**src/shared/ita_defs.svh**
```systemverilog
// constants of the indirect table access register window
// ----------------------------------------------------------------------
// ----------------------------------------------------------------------
`ifndef ITA_DEFS_SVH
`define ITA_DEFS_SVH
// register offsets (byte addresses of 16-bit registers)
`define ITA_OFS_DATA_TOP 8'h26
`define ITA_OFS_DATA_47_32 8'h28
`define ITA_OFS_DATA_63_48 8'h2a
`define ITA_OFS_DATA_15_0 8'h2c
`define ITA_OFS_DATA_31_16 8'h2e
`define ITA_OFS_CMD_CTRL 8'h30
// field positions and reset values
`define ITA_BIT_DIR 12
`define ITA_BIT_BUSY 7
`define ITA_RST_DATA 16'h0000
`define ITA_RST_CTRL 16'h0000
// wait count of a read; a slow (dynamic or counter) read stays busy at most one cycle more
`define ITA_SLOW_READ_CYCLES 4
`endif

```
**src/shared/ita_pkg.sv**
```systemverilog
// types of the indirect table access register window
`default_nettype none
package ita_pkg;
   typedef enum logic [1:0] {
      ITA_TBL_STATIC = 2'b00,
      ITA_TBL_VLAN = 2'b01,
      ITA_TBL_DYNAMIC = 2'b10,
      ITA_TBL_MIB = 2'b11
   } ita_table_t;
   typedef struct packed {
      logic [2:0] rsvd;
      logic dir_read;
      ita_table_t table_sel;
      logic [9:0] index;
   } ita_ctrl_t;
   typedef struct packed {
      logic valid;
      logic read;
      ita_table_t table_sel;
      logic [9:0] index;
      logic [66:0] data;
   } ita_cmd_t;
   typedef enum logic [1:0] {
      ITA_ST_IDLE = 2'b00,
      ITA_ST_WAIT = 2'b01
   } ita_state_t;
endpackage : ita_pkg
`default_nettype wire

```
**src/logic/ita_window.sv**
```systemverilog
// register window through which the host reaches the internal switch tables
//
// Implementation choice: the address-and-strobe port.
`include "ita_defs.svh"
`default_nettype none
module ita_window
   import ita_pkg::*;
#(
   parameter int SLOW_READ_CYCLES = `ITA_SLOW_READ_CYCLES
) (
   input wire logic i_core_clk,
   input wire logic i_rst_n,
   input wire logic [7:0] i_addr,
   input wire logic [15:0] i_wdata,
   input wire logic i_wr,
   input wire logic i_rd,
   output logic [15:0] o_rdata,
   output logic o_cmd_valid,
   output logic o_cmd_read,
   output logic [1:0] o_cmd_table,
   output logic [9:0] o_cmd_index,
   output logic [66:0] o_cmd_wdata,
   input wire logic i_tbl_rvalid,
   input wire logic [66:0] i_tbl_rdata,
   output logic o_busy
);
   // ----------------------------------------------------------------------
   // elaboration checks
   // ----------------------------------------------------------------------
   // the wait counter is eight bits wide and must count at least once
   if (SLOW_READ_CYCLES < 1 || SLOW_READ_CYCLES > 255) begin : g_bad_param
      $error("SLOW_READ_CYCLES out of range");
   end

   // slow tables report busy while a read is outstanding
   function automatic logic is_slow(input logic [1:0] tsel);
      is_slow = (tsel == ITA_TBL_DYNAMIC) || (tsel == ITA_TBL_MIB);
   endfunction

   logic [2:0] data_top_r;
   logic [15:0] data_47_32_r;
   logic [15:0] data_63_48_r;
   logic [15:0] data_15_0_r;
   logic [15:0] data_31_16_r;
   ita_ctrl_t ctrl_r;
   ita_state_t state_r;
   logic [7:0] wait_cnt_r;
   logic wr_ctrl;
   ita_ctrl_t ctrl_wr;
   logic [66:0] data_all;

   assign wr_ctrl = i_wr && (i_addr == `ITA_OFS_CMD_CTRL);
   assign ctrl_wr = ita_ctrl_t'(i_wdata);
   assign data_all = {data_top_r, data_63_48_r, data_47_32_r, data_31_16_r, data_15_0_r};

   // ----------------------------------------------------------------------
   // control register and command launch
   // ----------------------------------------------------------------------
   // every control write is stored and issues one command
   always_ff @(posedge i_core_clk) begin
      if (!i_rst_n) begin
         ctrl_r <= ita_ctrl_t'(`ITA_RST_CTRL);
      end else if (wr_ctrl) begin
         ctrl_r <= ctrl_wr;
      end
   end

   // command strobe towards the tables, one cycle per control write
   always_ff @(posedge i_core_clk) begin
      if (!i_rst_n) begin
         o_cmd_valid <= 1'b0;
         o_cmd_read <= 1'b0;
         o_cmd_table <= 2'b00;
         o_cmd_index <= 10'h000;
         o_cmd_wdata <= 67'h0;
      end else begin
         o_cmd_valid <= wr_ctrl;
         if (wr_ctrl) begin
            o_cmd_read <= ctrl_wr.dir_read;
            o_cmd_table <= ctrl_wr.table_sel;
            o_cmd_index <= ctrl_wr.index;
            o_cmd_wdata <= data_all;
         end
      end
   end

   // ----------------------------------------------------------------------
   // read tracking and busy flag
   // ----------------------------------------------------------------------
   // a read waits for table data; a read of any table times out after a bounded wait
   always_ff @(posedge i_core_clk) begin
      if (!i_rst_n) begin
         state_r <= ITA_ST_IDLE;
         wait_cnt_r <= 8'h00;
         o_busy <= 1'b0;
      end else begin
         case (state_r)
            ITA_ST_IDLE: begin
               if (wr_ctrl && ctrl_wr.dir_read) begin
                  state_r <= ITA_ST_WAIT;
                  wait_cnt_r <= 8'(SLOW_READ_CYCLES);
                  o_busy <= is_slow(ctrl_wr.table_sel);
               end
            end
            ITA_ST_WAIT: begin
               if (i_tbl_rvalid || wait_cnt_r == 8'h00) begin
                  state_r <= ITA_ST_IDLE;
                  o_busy <= 1'b0;
               end else begin
                  wait_cnt_r <= wait_cnt_r - 8'h01;
               end
            end
            default: begin
               state_r <= ITA_ST_IDLE;
               o_busy <= 1'b0;
            end
         endcase
      end
   end

   // ----------------------------------------------------------------------
   // data registers
   // ----------------------------------------------------------------------
   // host writes load the data words; returned table data overwrites them
   always_ff @(posedge i_core_clk) begin
      if (!i_rst_n) begin
         data_top_r <= 3'h0;
         data_47_32_r <= `ITA_RST_DATA;
         data_63_48_r <= `ITA_RST_DATA;
         data_15_0_r <= `ITA_RST_DATA;
         data_31_16_r <= `ITA_RST_DATA;
      end else if (state_r == ITA_ST_WAIT && i_tbl_rvalid) begin
         data_top_r <= i_tbl_rdata[66:64];
         data_63_48_r <= i_tbl_rdata[63:48];
         data_47_32_r <= i_tbl_rdata[47:32];
         data_31_16_r <= i_tbl_rdata[31:16];
         data_15_0_r <= i_tbl_rdata[15:0];
      end else if (i_wr) begin
         case (i_addr)
            `ITA_OFS_DATA_47_32: data_47_32_r <= i_wdata;
            `ITA_OFS_DATA_63_48: data_63_48_r <= i_wdata;
            `ITA_OFS_DATA_15_0: data_15_0_r <= i_wdata;
            `ITA_OFS_DATA_31_16: data_31_16_r <= i_wdata;
            default: begin
            end
         endcase
      end
   end

   // ----------------------------------------------------------------------
   // read data port
   // ----------------------------------------------------------------------
   // read data stands the cycle after the strobe, zero otherwise
   always_ff @(posedge i_core_clk) begin
      if (!i_rst_n) begin
         o_rdata <= 16'h0000;
      end else if (i_rd) begin
         case (i_addr)
            `ITA_OFS_DATA_TOP: o_rdata <= {8'h00, o_busy, 4'h0, data_top_r};
            `ITA_OFS_DATA_47_32: o_rdata <= data_47_32_r;
            `ITA_OFS_DATA_63_48: o_rdata <= data_63_48_r;
            `ITA_OFS_DATA_15_0: o_rdata <= data_15_0_r;
            `ITA_OFS_DATA_31_16: o_rdata <= data_31_16_r;
            `ITA_OFS_CMD_CTRL: o_rdata <= 16'(ctrl_r);
            default: o_rdata <= 16'h0000;
         endcase
      end else begin
         o_rdata <= 16'h0000;
      end
   end
endmodule : ita_window
`default_nettype wire

```
**config.mk**
```make
export PLATFORM = sky130hd
export DESIGN_NAME = ita_window
export DESIGN_NICKNAME = d
export VERILOG_FILES = /design/src/shared/ita_pkg.sv /design/src/logic/ita_window.sv
export VERILOG_INCLUDE_DIRS = /design/src /design/src/shared
export SDC_FILE = /design/constraint.sdc
export NUM_CORES = 1
export LEC_CHECK = 0
export BUFFER_PORTS_ARGS = -buffer_cell sky130_fd_sc_hd__buf_2
export CORE_MARGIN = 2
export CORE_UTILIZATION = 48
export DETAILED_ROUTE_END_ITERATION = 7
export PLACE_DENSITY_LB_ADDON = 0.1
export SETUP_SLACK_MARGIN = 0.15
export SYNTH_ARGS = -nofsm -noshare
export SYNTH_HDL_FRONTEND = slang
export SYNTH_SLANG_ARGS = --single-unit
```
**constraint.sdc**
```tcl
create_clock -name i_core_clk -period 4.2 [get_ports i_core_clk]
set_input_delay 0.63 -clock i_core_clk [delete_from_list [all_inputs] [get_ports i_core_clk]]
set_output_delay 0.63 -clock i_core_clk [all_outputs]
set_load 0.02 [all_outputs]
```
==> results.ini, run 1 <==
[clocking]
numCtsBuffers=17
tritoncts=yes
cts_resized=0
cts_sinks=177
clk_pin_slew_ns=0.06
clock_path_buffers=2
htreeDepth=4
post_cts_buffers=0
cts_hold_buffers=0
clk-insertion-delay-late_ns=0.43
ctsRootBufferMaster=clkbuf_16

[setup_path]
cp_max_fo=26
startpoint=i_addr[1]
worstPathRequired_ns=4.50
path_buf_inv=2
r2r_start=state_r[0]
critPathTopFamily=simple AND/OR/NAND/NOR gates
path_class=in2reg
endpoint=o_cmd_table[0]
startpoint_type=primary input
r2r_cells=4
crit_chain=buf_2, nor4b_4, nand4_1, buf_4, nand2_1, a21oi_1
reg2reg_to=data_63_48_r[15]
cpMaxStageDelayCell=nand4_1
cp_num_cells=6
end_kind=register
arrival_ns=2.86
r2r_slack_ns=2.09
cpPeakStageDelay_ns=0.74

[detailed_routing]
routed_wl_um=22700
vias_per_cell=5.61
post-route-drc-count=0
wl_per_cell_um=19.0
detail-route-antenna-nets=0
first_iter_violations=551
vias=6709
firstDrtPassIters=5

[sta]
slew_viol_final=0
hold_viol_final=0
setup_viol=0
finalClockSkew_ns=0.00678
max-slew-margin-rel_pct=35.6
rsz0062_at_grt=false
worst_pin_slew_ns=0.966
fmax_mhz=391
setup-tns-final_ns=0
min_period_over_period_pct=61.0
min_period_ns=2.56

[floorplan]
die_h_um=129
die_w_um=129
coreArea_mm2=0.0152
rows=45
start_util_pct=49.2
io_pins=194
dieArea_mm2=0.0166

[finish]
fin_area_mm2=0.00906
syn2layout_area_growth_pct=21.1
final_cell_mix=buf_2, nand2_1, dfxtp_1, a21oi_1, mux2i_1
final_nets=1093
final_util_pct=59.6
layout_commonest_cell=buf_2
n_antenna_cell=0
drive_gt1_share_pct=25.6
finalNonFillerCells=1196

[place]
portBuffers=193
place.gp.congestion=0.849
place_hpwl_um=15600
post_dp_cell_area_mm2=0.00840
dp.cells=1164

[global_route]
grt_util_all_layers_pct=27.0
grt_pass1_wl_um=34200
grt_pass1_vias=6026
grt-ovfl-total=0
grt_start_max_net_pins=95
antenna_found_initial=0

[job]
max-cap-violations=0

[power]
p_leak_nw=3.85
p_per_area_mw_per_mm2=398
total_power_mw=3.61
ir_worst_vdd_mv=0.272

[yosys]
async_flop_share_pct=0
synthFlopType=dfxtp_1
syn_inst=852
yosysWarnings=0
synthDistinctLibCells=50
synth.avg_cell_area_um2=8.79
ys_ff_latch=177
synth_nets=950
syn_area_mm2=0.00749
synth_edf_count=0
synth_seq_area_share_pct=47.3

[min_path]
holdCritPathClass=in2reg

[run_status]
status=complete, no violations

per-stage QoR:
stage	hold slack, ns	worst slack, ns
floorplan	0.437	2.21
global placement	0.441	1.37
detailed placement	0.445	1.28
CTS	0.427	1.72
global route	0.454	1.46
finish	0.431	1.64
where the power goes:
part           internal, mW  switching [mW]  total, mW
Sequential             1.68         0.00123       1.68
Combinational        0.0549          0.0963      0.151
Clock                  1.09           0.686       1.78
worst register-to-register path, stage by stage, from the launching register on:
cell,delay [ns]
dfxtp_1,0.61
nand2_4,0.58
buf_4,0.48
o21ai_0,0.25
a21oi_1,0.06
synth_stat cells (all sizes together), types with 2 or more instances:
| cell type | count | area (µm²) |
|---|---|---|
| nand2 | 178 | 668 |
| o32ai | 3 | 26.3 |
| a22oi | 15 | 113 |
| o2bb2ai | 3 | 26.3 |
| a31oi | 2 | 12.5 |
| ha | 2 | 25.0 |
| a21boi | 3 | 22.5 |
| a21oi | 158 | 791 |
| and3b | 2 | 17.5 |
| mux2i | 70 | 701 |
| clkbuf | 43 | 161 |
| dfxtp | 177 | 3540 |
| and4 | 3 | 26.3 |
| and2 | 3 | 18.8 |
| and3 | 2 | 12.5 |
| o21a | 2 | 15.0 |
| mux4 | 13 | 293 |
| nand3 | 8 | 40.0 |
| nor3b | 5 | 53.8 |
| nand4 | 5 | 50.1 |
| nor4b | 2 | 32.5 |
| o21ai | 67 | 335 |
| nor2b | 4 | 25.0 |
| nor3 | 5 | 25.0 |
| nor2 | 20 | 75.1 |
| buf | 36 | 231 |
| inv | 7 | 26.3 |
worst min-delay path by stage:
stage | start | endpoint | slack, ns | cells past startpoint
4_1_cts | i_tbl_rdata[64] | data_top_r[0] | 0.43 | 3
3_3_place_gp | o_cmd_wdata[50] | o_cmd_wdata[50] | 0.44 | 2
5_1_grt | i_tbl_rdata[64] | data_top_r[0] | 0.45 | 3
2_1_floorplan | ctrl_r[13] | ctrl_r[13] | 0.44 | 2
3_5_place_dp | o_cmd_wdata[52] | o_cmd_wdata[52] | 0.44 | 2
6_report | i_tbl_rdata[64] | data_top_r[0] | 0.43 | 3
cell families after synthesis:
kind of cell               count (synthesis)  synth area share (%)
xor gates and xnor gates                   1                 0.117
and+or+nand+nor                          242                  14.5
muxes                                     84                  13.4
adders and majority gates                  2                 0.334
DFF                                      177                  47.3
buffers and inverters                     87                  5.65
AOI/OAI and AO/OA                        259                  18.6
metal layers:
metal  global-route usage [%]  wire (µm)
met5                        0          0
met4                     7.23        252
met3                     5.90       1650
met2                     37.5       9370
met1                     41.9      11400
flip-flops by register name, summed over array words and instances (netlist names):
name          flops
state_r           1
o_cmd_table       2
wait_cnt_r        8
data_top_r        3
o_cmd_valid       1
o_cmd_index      10
o_cmd_wdata      67
data_31_16_r     16
ctrl_r            3
o_rdata          16
data_15_0_r      16
data_63_48_r     16
o_cmd_read        1
o_busy            1
data_47_32_r     16
cell type report:
| cell class | count | area [µm²] |
|---|---|---|
| tap | 188 | 235 |
| clock inverter | 12 | 203 |
| sequential | 177 | 3540 |
| multi-input combinational | 588 | 3530 |
| fill | 1414 | 6140 |
| timing repair buffer | 203 | 1070 |
| clock buffer | 20 | 457 |
| inverter | 8 | 30.0 |
Note: power is estimated with default switching activity, not from simulation.
==> run 2: changes to the inputs <==
--- a/config.mk
+++ b/config.mk
@@ -6,6 +6,7 @@
 export SDC_FILE = /design/constraint.sdc
 export NUM_CORES = 1
 export LEC_CHECK = 0
+export ABC_AREA = 1
 export BUFFER_PORTS_ARGS = -buffer_cell sky130_fd_sc_hd__buf_2
 export CORE_MARGIN = 2
 export CORE_UTILIZATION = 48
==> constraint.sdc (replaced) <==
create_clock -name i_core_clk -period 2.5 [get_ports i_core_clk]
set_input_delay 0.375 -clock i_core_clk [delete_from_list [all_inputs] [get_ports i_core_clk]]
set_output_delay 0.375 -clock i_core_clk [all_outputs]
set_load 0.02 [all_outputs]
==> results.ini, run 2 <==
[yosys]
synth_area_leader_cell=dfxtp_1  ; unchanged
yosys-top-cells-count=nand2_1, nor2_1, dfxtp_1, o21ai_0, nand3_1  ; was nand2_1, dfxtp_1, a21oi_1, mux2i_1, o21ai_0
yosysTopAreaCellShare_pct=45.5  ; was 47.3%
async_flop_share_pct=0  ; unchanged
synthTopCellsByArea=dfxtp_1, nand2_1, nor2_1  ; was dfxtp_1, a21oi_1, mux2i_1
yosysWarnings=0  ; unchanged
synth_edf_count=0  ; unchanged
syn_inst=1141  ; was 852
synth_nets=1239  ; was 950
synth_seq_area_share_pct=45.5  ; was 47.3%
synthFlopType=dfxtp_1  ; unchanged
synth.avg_cell_area_um2=6.82  ; was 8.79 µm²
synthDistinctLibCells=32  ; was 50
syn_area_mm2=0.00778  ; was 0.00749 mm²
ys_ff_latch=177  ; unchanged
synth.most_common_cell=nand2_1  ; unchanged

[floorplan]
start_util_pct=49.0  ; was 49.2%
die_h_um=131  ; was 129 µm
coreArea_mm2=0.0159  ; was 0.0152 mm²
rows=46  ; was 45
die_w_um=131  ; was 129 µm
dieArea_mm2=0.0173  ; was 0.0166 mm²
io_pins=194  ; unchanged

[setup_path]
worstPathRequired_ns=2.82  ; was 4.50 ns
path_class=reg2reg  ; was in2reg
arrival_ns=2.02  ; was 2.86 ns
r2r_slack_ns=0.79  ; was 2.09 ns
r2r_cells=7  ; was 4
reg2reg_to=data_31_16_r[10]  ; was data_63_48_r[15]
end_kind=register  ; unchanged
r2r_start=state_r[0]  ; unchanged
cp_max_fo=23  ; was 26
startpoint_type=register  ; was primary input

[detailed_routing]
routed_wl_um=25300  ; was 22700 µm
first_iter_violations=811  ; was 551
vias=7860  ; was 6709
vias_per_cell=5.16  ; was 5.61
detail-route-antenna-nets=0  ; unchanged
firstDrtPassIters=5  ; unchanged
wl_per_cell_um=16.6  ; was 19.0 µm
post-route-drc-count=0  ; unchanged

[finish]
n_antenna_cell=0  ; unchanged
fillerInstances=1603  ; was 1414
multiInputGateArea_mm2=0.00368  ; was 0.00353 mm²
top_register=o_cmd_wdata  ; unchanged
syn2layout_area_growth_pct=20.1  ; was 21.1%
layout_commonest_cell=nand2_1  ; was buf_2
final_cell_mix=nand2_1, nor2_1, buf_2, dfxtp_1, o21ai_0  ; was buf_2, nand2_1, dfxtp_1, a21oi_1, mux2i_1
ff_latch_area_mm2=0.00354  ; unchanged
drive_gt1_share_pct=20.1  ; was 25.6%
largest_reg_flops=67  ; unchanged
final_util_pct=58.9  ; was 59.6%
final_nets=1393  ; was 1093

[clocking]
ctsRootBufferMaster=clkbuf_16  ; unchanged
cts_sinks=177  ; unchanged
cts_hold_buffers=0  ; unchanged
clock_path_buffers=2  ; unchanged
cts_resized=0  ; unchanged
clk_pin_slew_ns=0.06  ; about the same
post_cts_buffers=0  ; unchanged
clk-insertion-delay-late_ns=0.43  ; about the same
numCtsBuffers=17  ; unchanged
tritoncts=yes  ; unchanged
htreeDepth=4  ; unchanged

[min_path]
worstHoldEndpoint=o_cmd_index[4]  ; was data_top_r[0]
holdCritPathClass=in2reg  ; unchanged
hold_path_depth=3  ; unchanged
min-delay-start=i_wdata[4]  ; was i_tbl_rdata[64]

[power]
p_leak_nw=4.41  ; was 3.85 nW
ir_worst_vdd_mv=0.464  ; was 0.272 mV
p_per_area_mw_per_mm2=638  ; was 398 mW/mm²

[sta]
rsz0062_at_grt=false  ; unchanged
setup-tns-final_ns=0  ; unchanged
setup_viol=0  ; unchanged
hold_viol_final=0  ; unchanged
slew_viol_final=0  ; unchanged
worst_pin_slew_ns=0.962  ; was 0.966 ns
finalClockSkew_ns=0.00646  ; was 0.00678 ns
min_period_ns=1.71
max-slew-margin-rel_pct=35.8  ; was 35.6%
fmax_mhz=586
min_period_over_period_pct=68.2

[global_route]
grt-ovfl-total=0  ; unchanged
grt_pass1_vias=7011  ; was 6026
grt_util_all_layers_pct=29.0  ; was 27.0%
grt_start_max_net_pins=90  ; was 95
grt_pass1_wl_um=38900  ; was 34200 µm
antenna_found_initial=0  ; unchanged

[run_status]
status=complete, no violations  ; unchanged

[job]
max-cap-violations=0  ; unchanged

[place]
portBuffers=193  ; unchanged
place.gp.congestion=0.942  ; was 0.849
place_hpwl_um=18200  ; was 15600 µm

run 2: cells by family after synthesis:
group                      Yosys count  synth area share, %
AOI/OAI and AO/OA                  162                 10.9
buffers and inverters              112                 7.25
adders and majority gates            2                0.321
xor gates and xnor gates             2                0.225
and+or+nand+nor                    686                 35.8
DFF                                177                 45.5
run 2: cell type report:
type / instances / share of cell area, %
Timing Repair Buffer: 205 / 11.5
Tap cell: 216 / 2.89
Clock inverter: 9 / 1.66
Inverter: 42 / 1.73
Multi-Input combinational cell: 852 / 39.3
Sequential cell: 177 / 37.9
Clock buffer: 22 / 5.07
run 2: how the worst max path moves through the flow:
stage | startpoint | to | slack [ns] | cells past startpoint
floorplan | i_addr[7] | data_63_48_r[11] | 1.01 | 7
global placement | i_addr[0] | o_busy | 0.56 | 10
detailed placement | i_addr[7] | o_rdata[4] | 0.50 | 8
CTS | state_r[0] | data_31_16_r[10] | 0.84 | 7
global route | state_r[0] | data_31_16_r[2] | 0.68 | 7
finish | state_r[0] | data_31_16_r[10] | 0.79 | 7
run 2: per-layer routing:
layer,vias to the layer above,part of all wire [%],global-route usage (%)
met5,-,0,0
li1,3899,-,-
met2,370,44,44.3
met3,42,7.9,4.78
met4,0,2.5,9.72
met1,3549,45,41.6
run 2: where the power goes:
part	internal, mW	leakage, nW	total [mW]	switching [mW]
Clock	1.75	0.306	2.85	1.10
Sequential	2.82	1.43	2.83	0.00406
Combinational	0.0987	2.68	0.288	0.189
run 2: per-stage QoR:
step	hold slack [ns]	cell area (µm²)	cells	setup WS [ns]	total power [mW]
after floorplan	0.422	7780	1141	1.01	3.03
after global placement	0.434	8720	1492	0.561	3.17
after detailed placement	0.445	8720	1492	0.502	3.17
after CTS	0.209	9350	1523	0.837	5.98
after global routing	0.237	9350	1523	0.678	6.12
final	0.221	9350	1523	0.794	5.97
run 2: critical path, stage by stage, from the launching register on:
cell     delay [ns]
dfxtp_1        0.33
nand2_2        0.08
buf_4          0.33
o21ai_4        0.19
nand2_2        0.33
inv_2          0.15
nor2_1         0.13
nor2_1         0.05
==> run 3: changes to the inputs <==
--- a/config.mk
+++ b/config.mk
@@ -6,7 +6,7 @@
 export SDC_FILE = /design/constraint.sdc
 export NUM_CORES = 1
 export LEC_CHECK = 0
-export ABC_AREA = 1
+export ABC_AREA = 0
 export BUFFER_PORTS_ARGS = -buffer_cell sky130_fd_sc_hd__buf_2
 export CORE_MARGIN = 2
 export CORE_UTILIZATION = 48
==> constraint.sdc (replaced) <==
create_clock -name i_core_clk -period 1.4 [get_ports i_core_clk]
set_input_delay 0.21 -clock i_core_clk [delete_from_list [all_inputs] [get_ports i_core_clk]]
set_output_delay 0.21 -clock i_core_clk [all_outputs]
set_load 0.02 [all_outputs]
==> results.ini, run 3 (synthesis results as in run 1) <==
[clocking]
ctsRootBufferMaster=clkbuf_16  ; unchanged
cts_sinks=177  ; unchanged
clock_path_buffers=2  ; unchanged
cts_hold_buffers=0  ; unchanged
numCtsBuffers=17  ; unchanged
htreeDepth=4  ; unchanged
clk-insertion-delay-late_ns=0.43  ; about the same
tritoncts=yes  ; unchanged
clk_pin_slew_ns=0.07  ; was 0.06 ns

[setup_path]
arrival_ns=1.84  ; was 2.02 ns
path_class=reg2reg  ; unchanged
startpoint_type=register  ; unchanged
worstPathRequired_ns=1.73  ; was 2.82 ns
cp_max_fo=3  ; was 23
end_kind=register  ; unchanged

[sta]
fin_ws_ns=-0.114  ; was 0.794 ns
setup_viol=6  ; was 0
fmax_mhz=660  ; was 586 MHz
rsz0062_at_grt=true  ; was false
slew_viol_final=0  ; unchanged
hold_viol_final=0  ; unchanged
min_period_over_period_pct=108  ; was 68.2%
setup-tns-final_ns=-0.373  ; was 0 ns
finalClockSkew_ns=0.00923  ; was 0.00646 ns
max-slew-margin-rel_pct=77.3  ; was 35.8%
worst_pin_slew_ns=0.341  ; was 0.962 ns
min_period_ns=1.51  ; was 1.71 ns

[detailed_routing]
vias_per_cell=5.56  ; was 5.16
first_iter_violations=668  ; was 811
detail-route-antenna-nets=0  ; unchanged
firstDrtPassIters=5  ; unchanged
wl_per_cell_um=18.6  ; was 16.6 µm
post-route-drc-count=0  ; unchanged
vias=6988  ; was 7860
routed_wl_um=23400  ; was 25300 µm

[floorplan]
coreArea_mm2=0.0152  ; was 0.0159 mm²
die_h_um=129  ; was 131 µm
io_pins=194  ; unchanged
dieArea_mm2=0.0166  ; was 0.0173 mm²
rows=45  ; was 46
die_w_um=129  ; was 131 µm
start_util_pct=49.2  ; was 49.0%

[global_route]
grt_pass1_vias=6163  ; was 7011
grt_pass1_wl_um=35400  ; was 38900 µm
grt-ovfl-total=0  ; unchanged
grt_util_all_layers_pct=28.1  ; was 29.0%
grt_start_max_net_pins=68  ; was 90
antenna_found_initial=0  ; unchanged

[power]
p_int_mw=8.19  ; was 4.67 mW
ir_worst_vdd_mv=0.993  ; was 0.464 mV
netSwitchingPower_mw=2.40  ; was 1.29 mW
clkPwrFrac_pct=47.5  ; was 47.8%
swShare_pct=22.7  ; was 21.7%
p_comb_share_pct=5.0  ; was 4.8%
total_power_mw=10.6  ; was 5.97 mW
p_leak_nw=4.23  ; was 4.41 nW
p_per_area_mw_per_mm2=1080  ; was 638 mW/mm²
seqPwrFrac_pct=47.6  ; was 47.4%

[job]
max-cap-violations=0  ; unchanged

[run_status]
violations=negative setup slack
status=finished with violations  ; was complete, no violations

[finish]
top_register=o_cmd_wdata  ; unchanged
final_util_pct=64.6  ; was 58.9%
largest_reg_flops=67  ; unchanged
final_cell_mix=buf_2, nand2_1, dfxtp_1, a21oi_1, mux2i_1  ; was nand2_1, nor2_1, buf_2, dfxtp_1, o21ai_0
final_nets=1153  ; was 1393
layout_commonest_cell=buf_2  ; was nand2_1
drive_gt1_share_pct=32.4  ; was 20.1%
finalNonFillerCells=1256  ; was 1523
n_antenna_cell=0  ; unchanged
syn2layout_area_growth_pct=31.2  ; was 20.1%

[min_path]
holdCritPathClass=in2reg  ; unchanged

[place]
portBuffers=193  ; unchanged
place_hpwl_um=16800  ; was 18200 µm
place.gp.congestion=0.867  ; was 0.942
dp.cells=1220  ; was 1492

[run 3: cell types whose count changed in the layout (fill, tap and decap cells not counted), moves of 29 or more]
cell,delta
inv_1,-29
o21ai_0,-60
nand3_1,-45
mux2i_1,+70
nor2_1,-277
nand2_1,-128
a21oi_1,+121
buf_4,+37
[run 3: cell type report]
class                      count  area [µm²]
sequential                   177        3550
multi-input combinational    588        3660
fill                        1308        5380
timing repair buffer         263        1710
inverter                       8        30.0
clock buffer                  19         453
tap                          188         235
clock inverter                13         174
[run 3: power groups by stage]
stage / registers [mW] / logic, mW / clock network [mW]
after global placement: 5.15 / 0.511 / 0
final: 5.04 / 0.525 / 5.03
after global routing: 5.04 / 0.560 / 5.28
after CTS: 5.04 / 0.512 / 5.07
after detailed placement: 5.15 / 0.509 / 0
after floorplan: 5.15 / 0.206 / 0
[run 3: stage by stage]
step	instance area, µm²	hold WS, ns	setup slack [ns]
2_1_floorplan	7750	0.346	-0.133
3_3_place_gp	9070	0.439	-0.200
3_5_place_dp	9070	0.441	-0.224
4_1_cts	9770	0.00460	-0.0945
5_1_grt	9820	0.0265	-0.207
6_report	9820	0.0110	-0.114
[run 3: per-layer routing]
layer  vias to the layer above  GRT usage [%]  wire length, µm
met5                         -              0                0
met4                         0           7.10              259
met1                      3276           45.2            11600
met3                        14           5.28             1880
met2                       317           38.0             9680
li1                       3381              -                -
[run 3: worst paths after layout]
path         slack, ns              end             from  depth (start not counted)
min reg2reg       0.45  o_cmd_wdata[50]  o_cmd_wdata[50]                          2
max              -0.11    wait_cnt_r[2]    wait_cnt_r[1]                          6
min               0.01    data_top_r[2]  i_tbl_rdata[66]                          3
max reg2reg      -0.11    wait_cnt_r[2]    wait_cnt_r[1]                          6
[run 3: critical path, cell delays in order, from the launching register on]
cell,delay (ns)
dfxtp_2,0.33
inv_2,0.07
ha_4,0.12
nor3b_4,0.23
a21bo_2,0.21
mux2_4,0.30
o21a_1,0.16
[run 3: what timing repair did]
action | in CTS | in global routing
resized for setup | 14 | 23
pin swaps | 12 | 4
buffers inserted | 3 | 1
setup endpoints to repair | 19 | 71
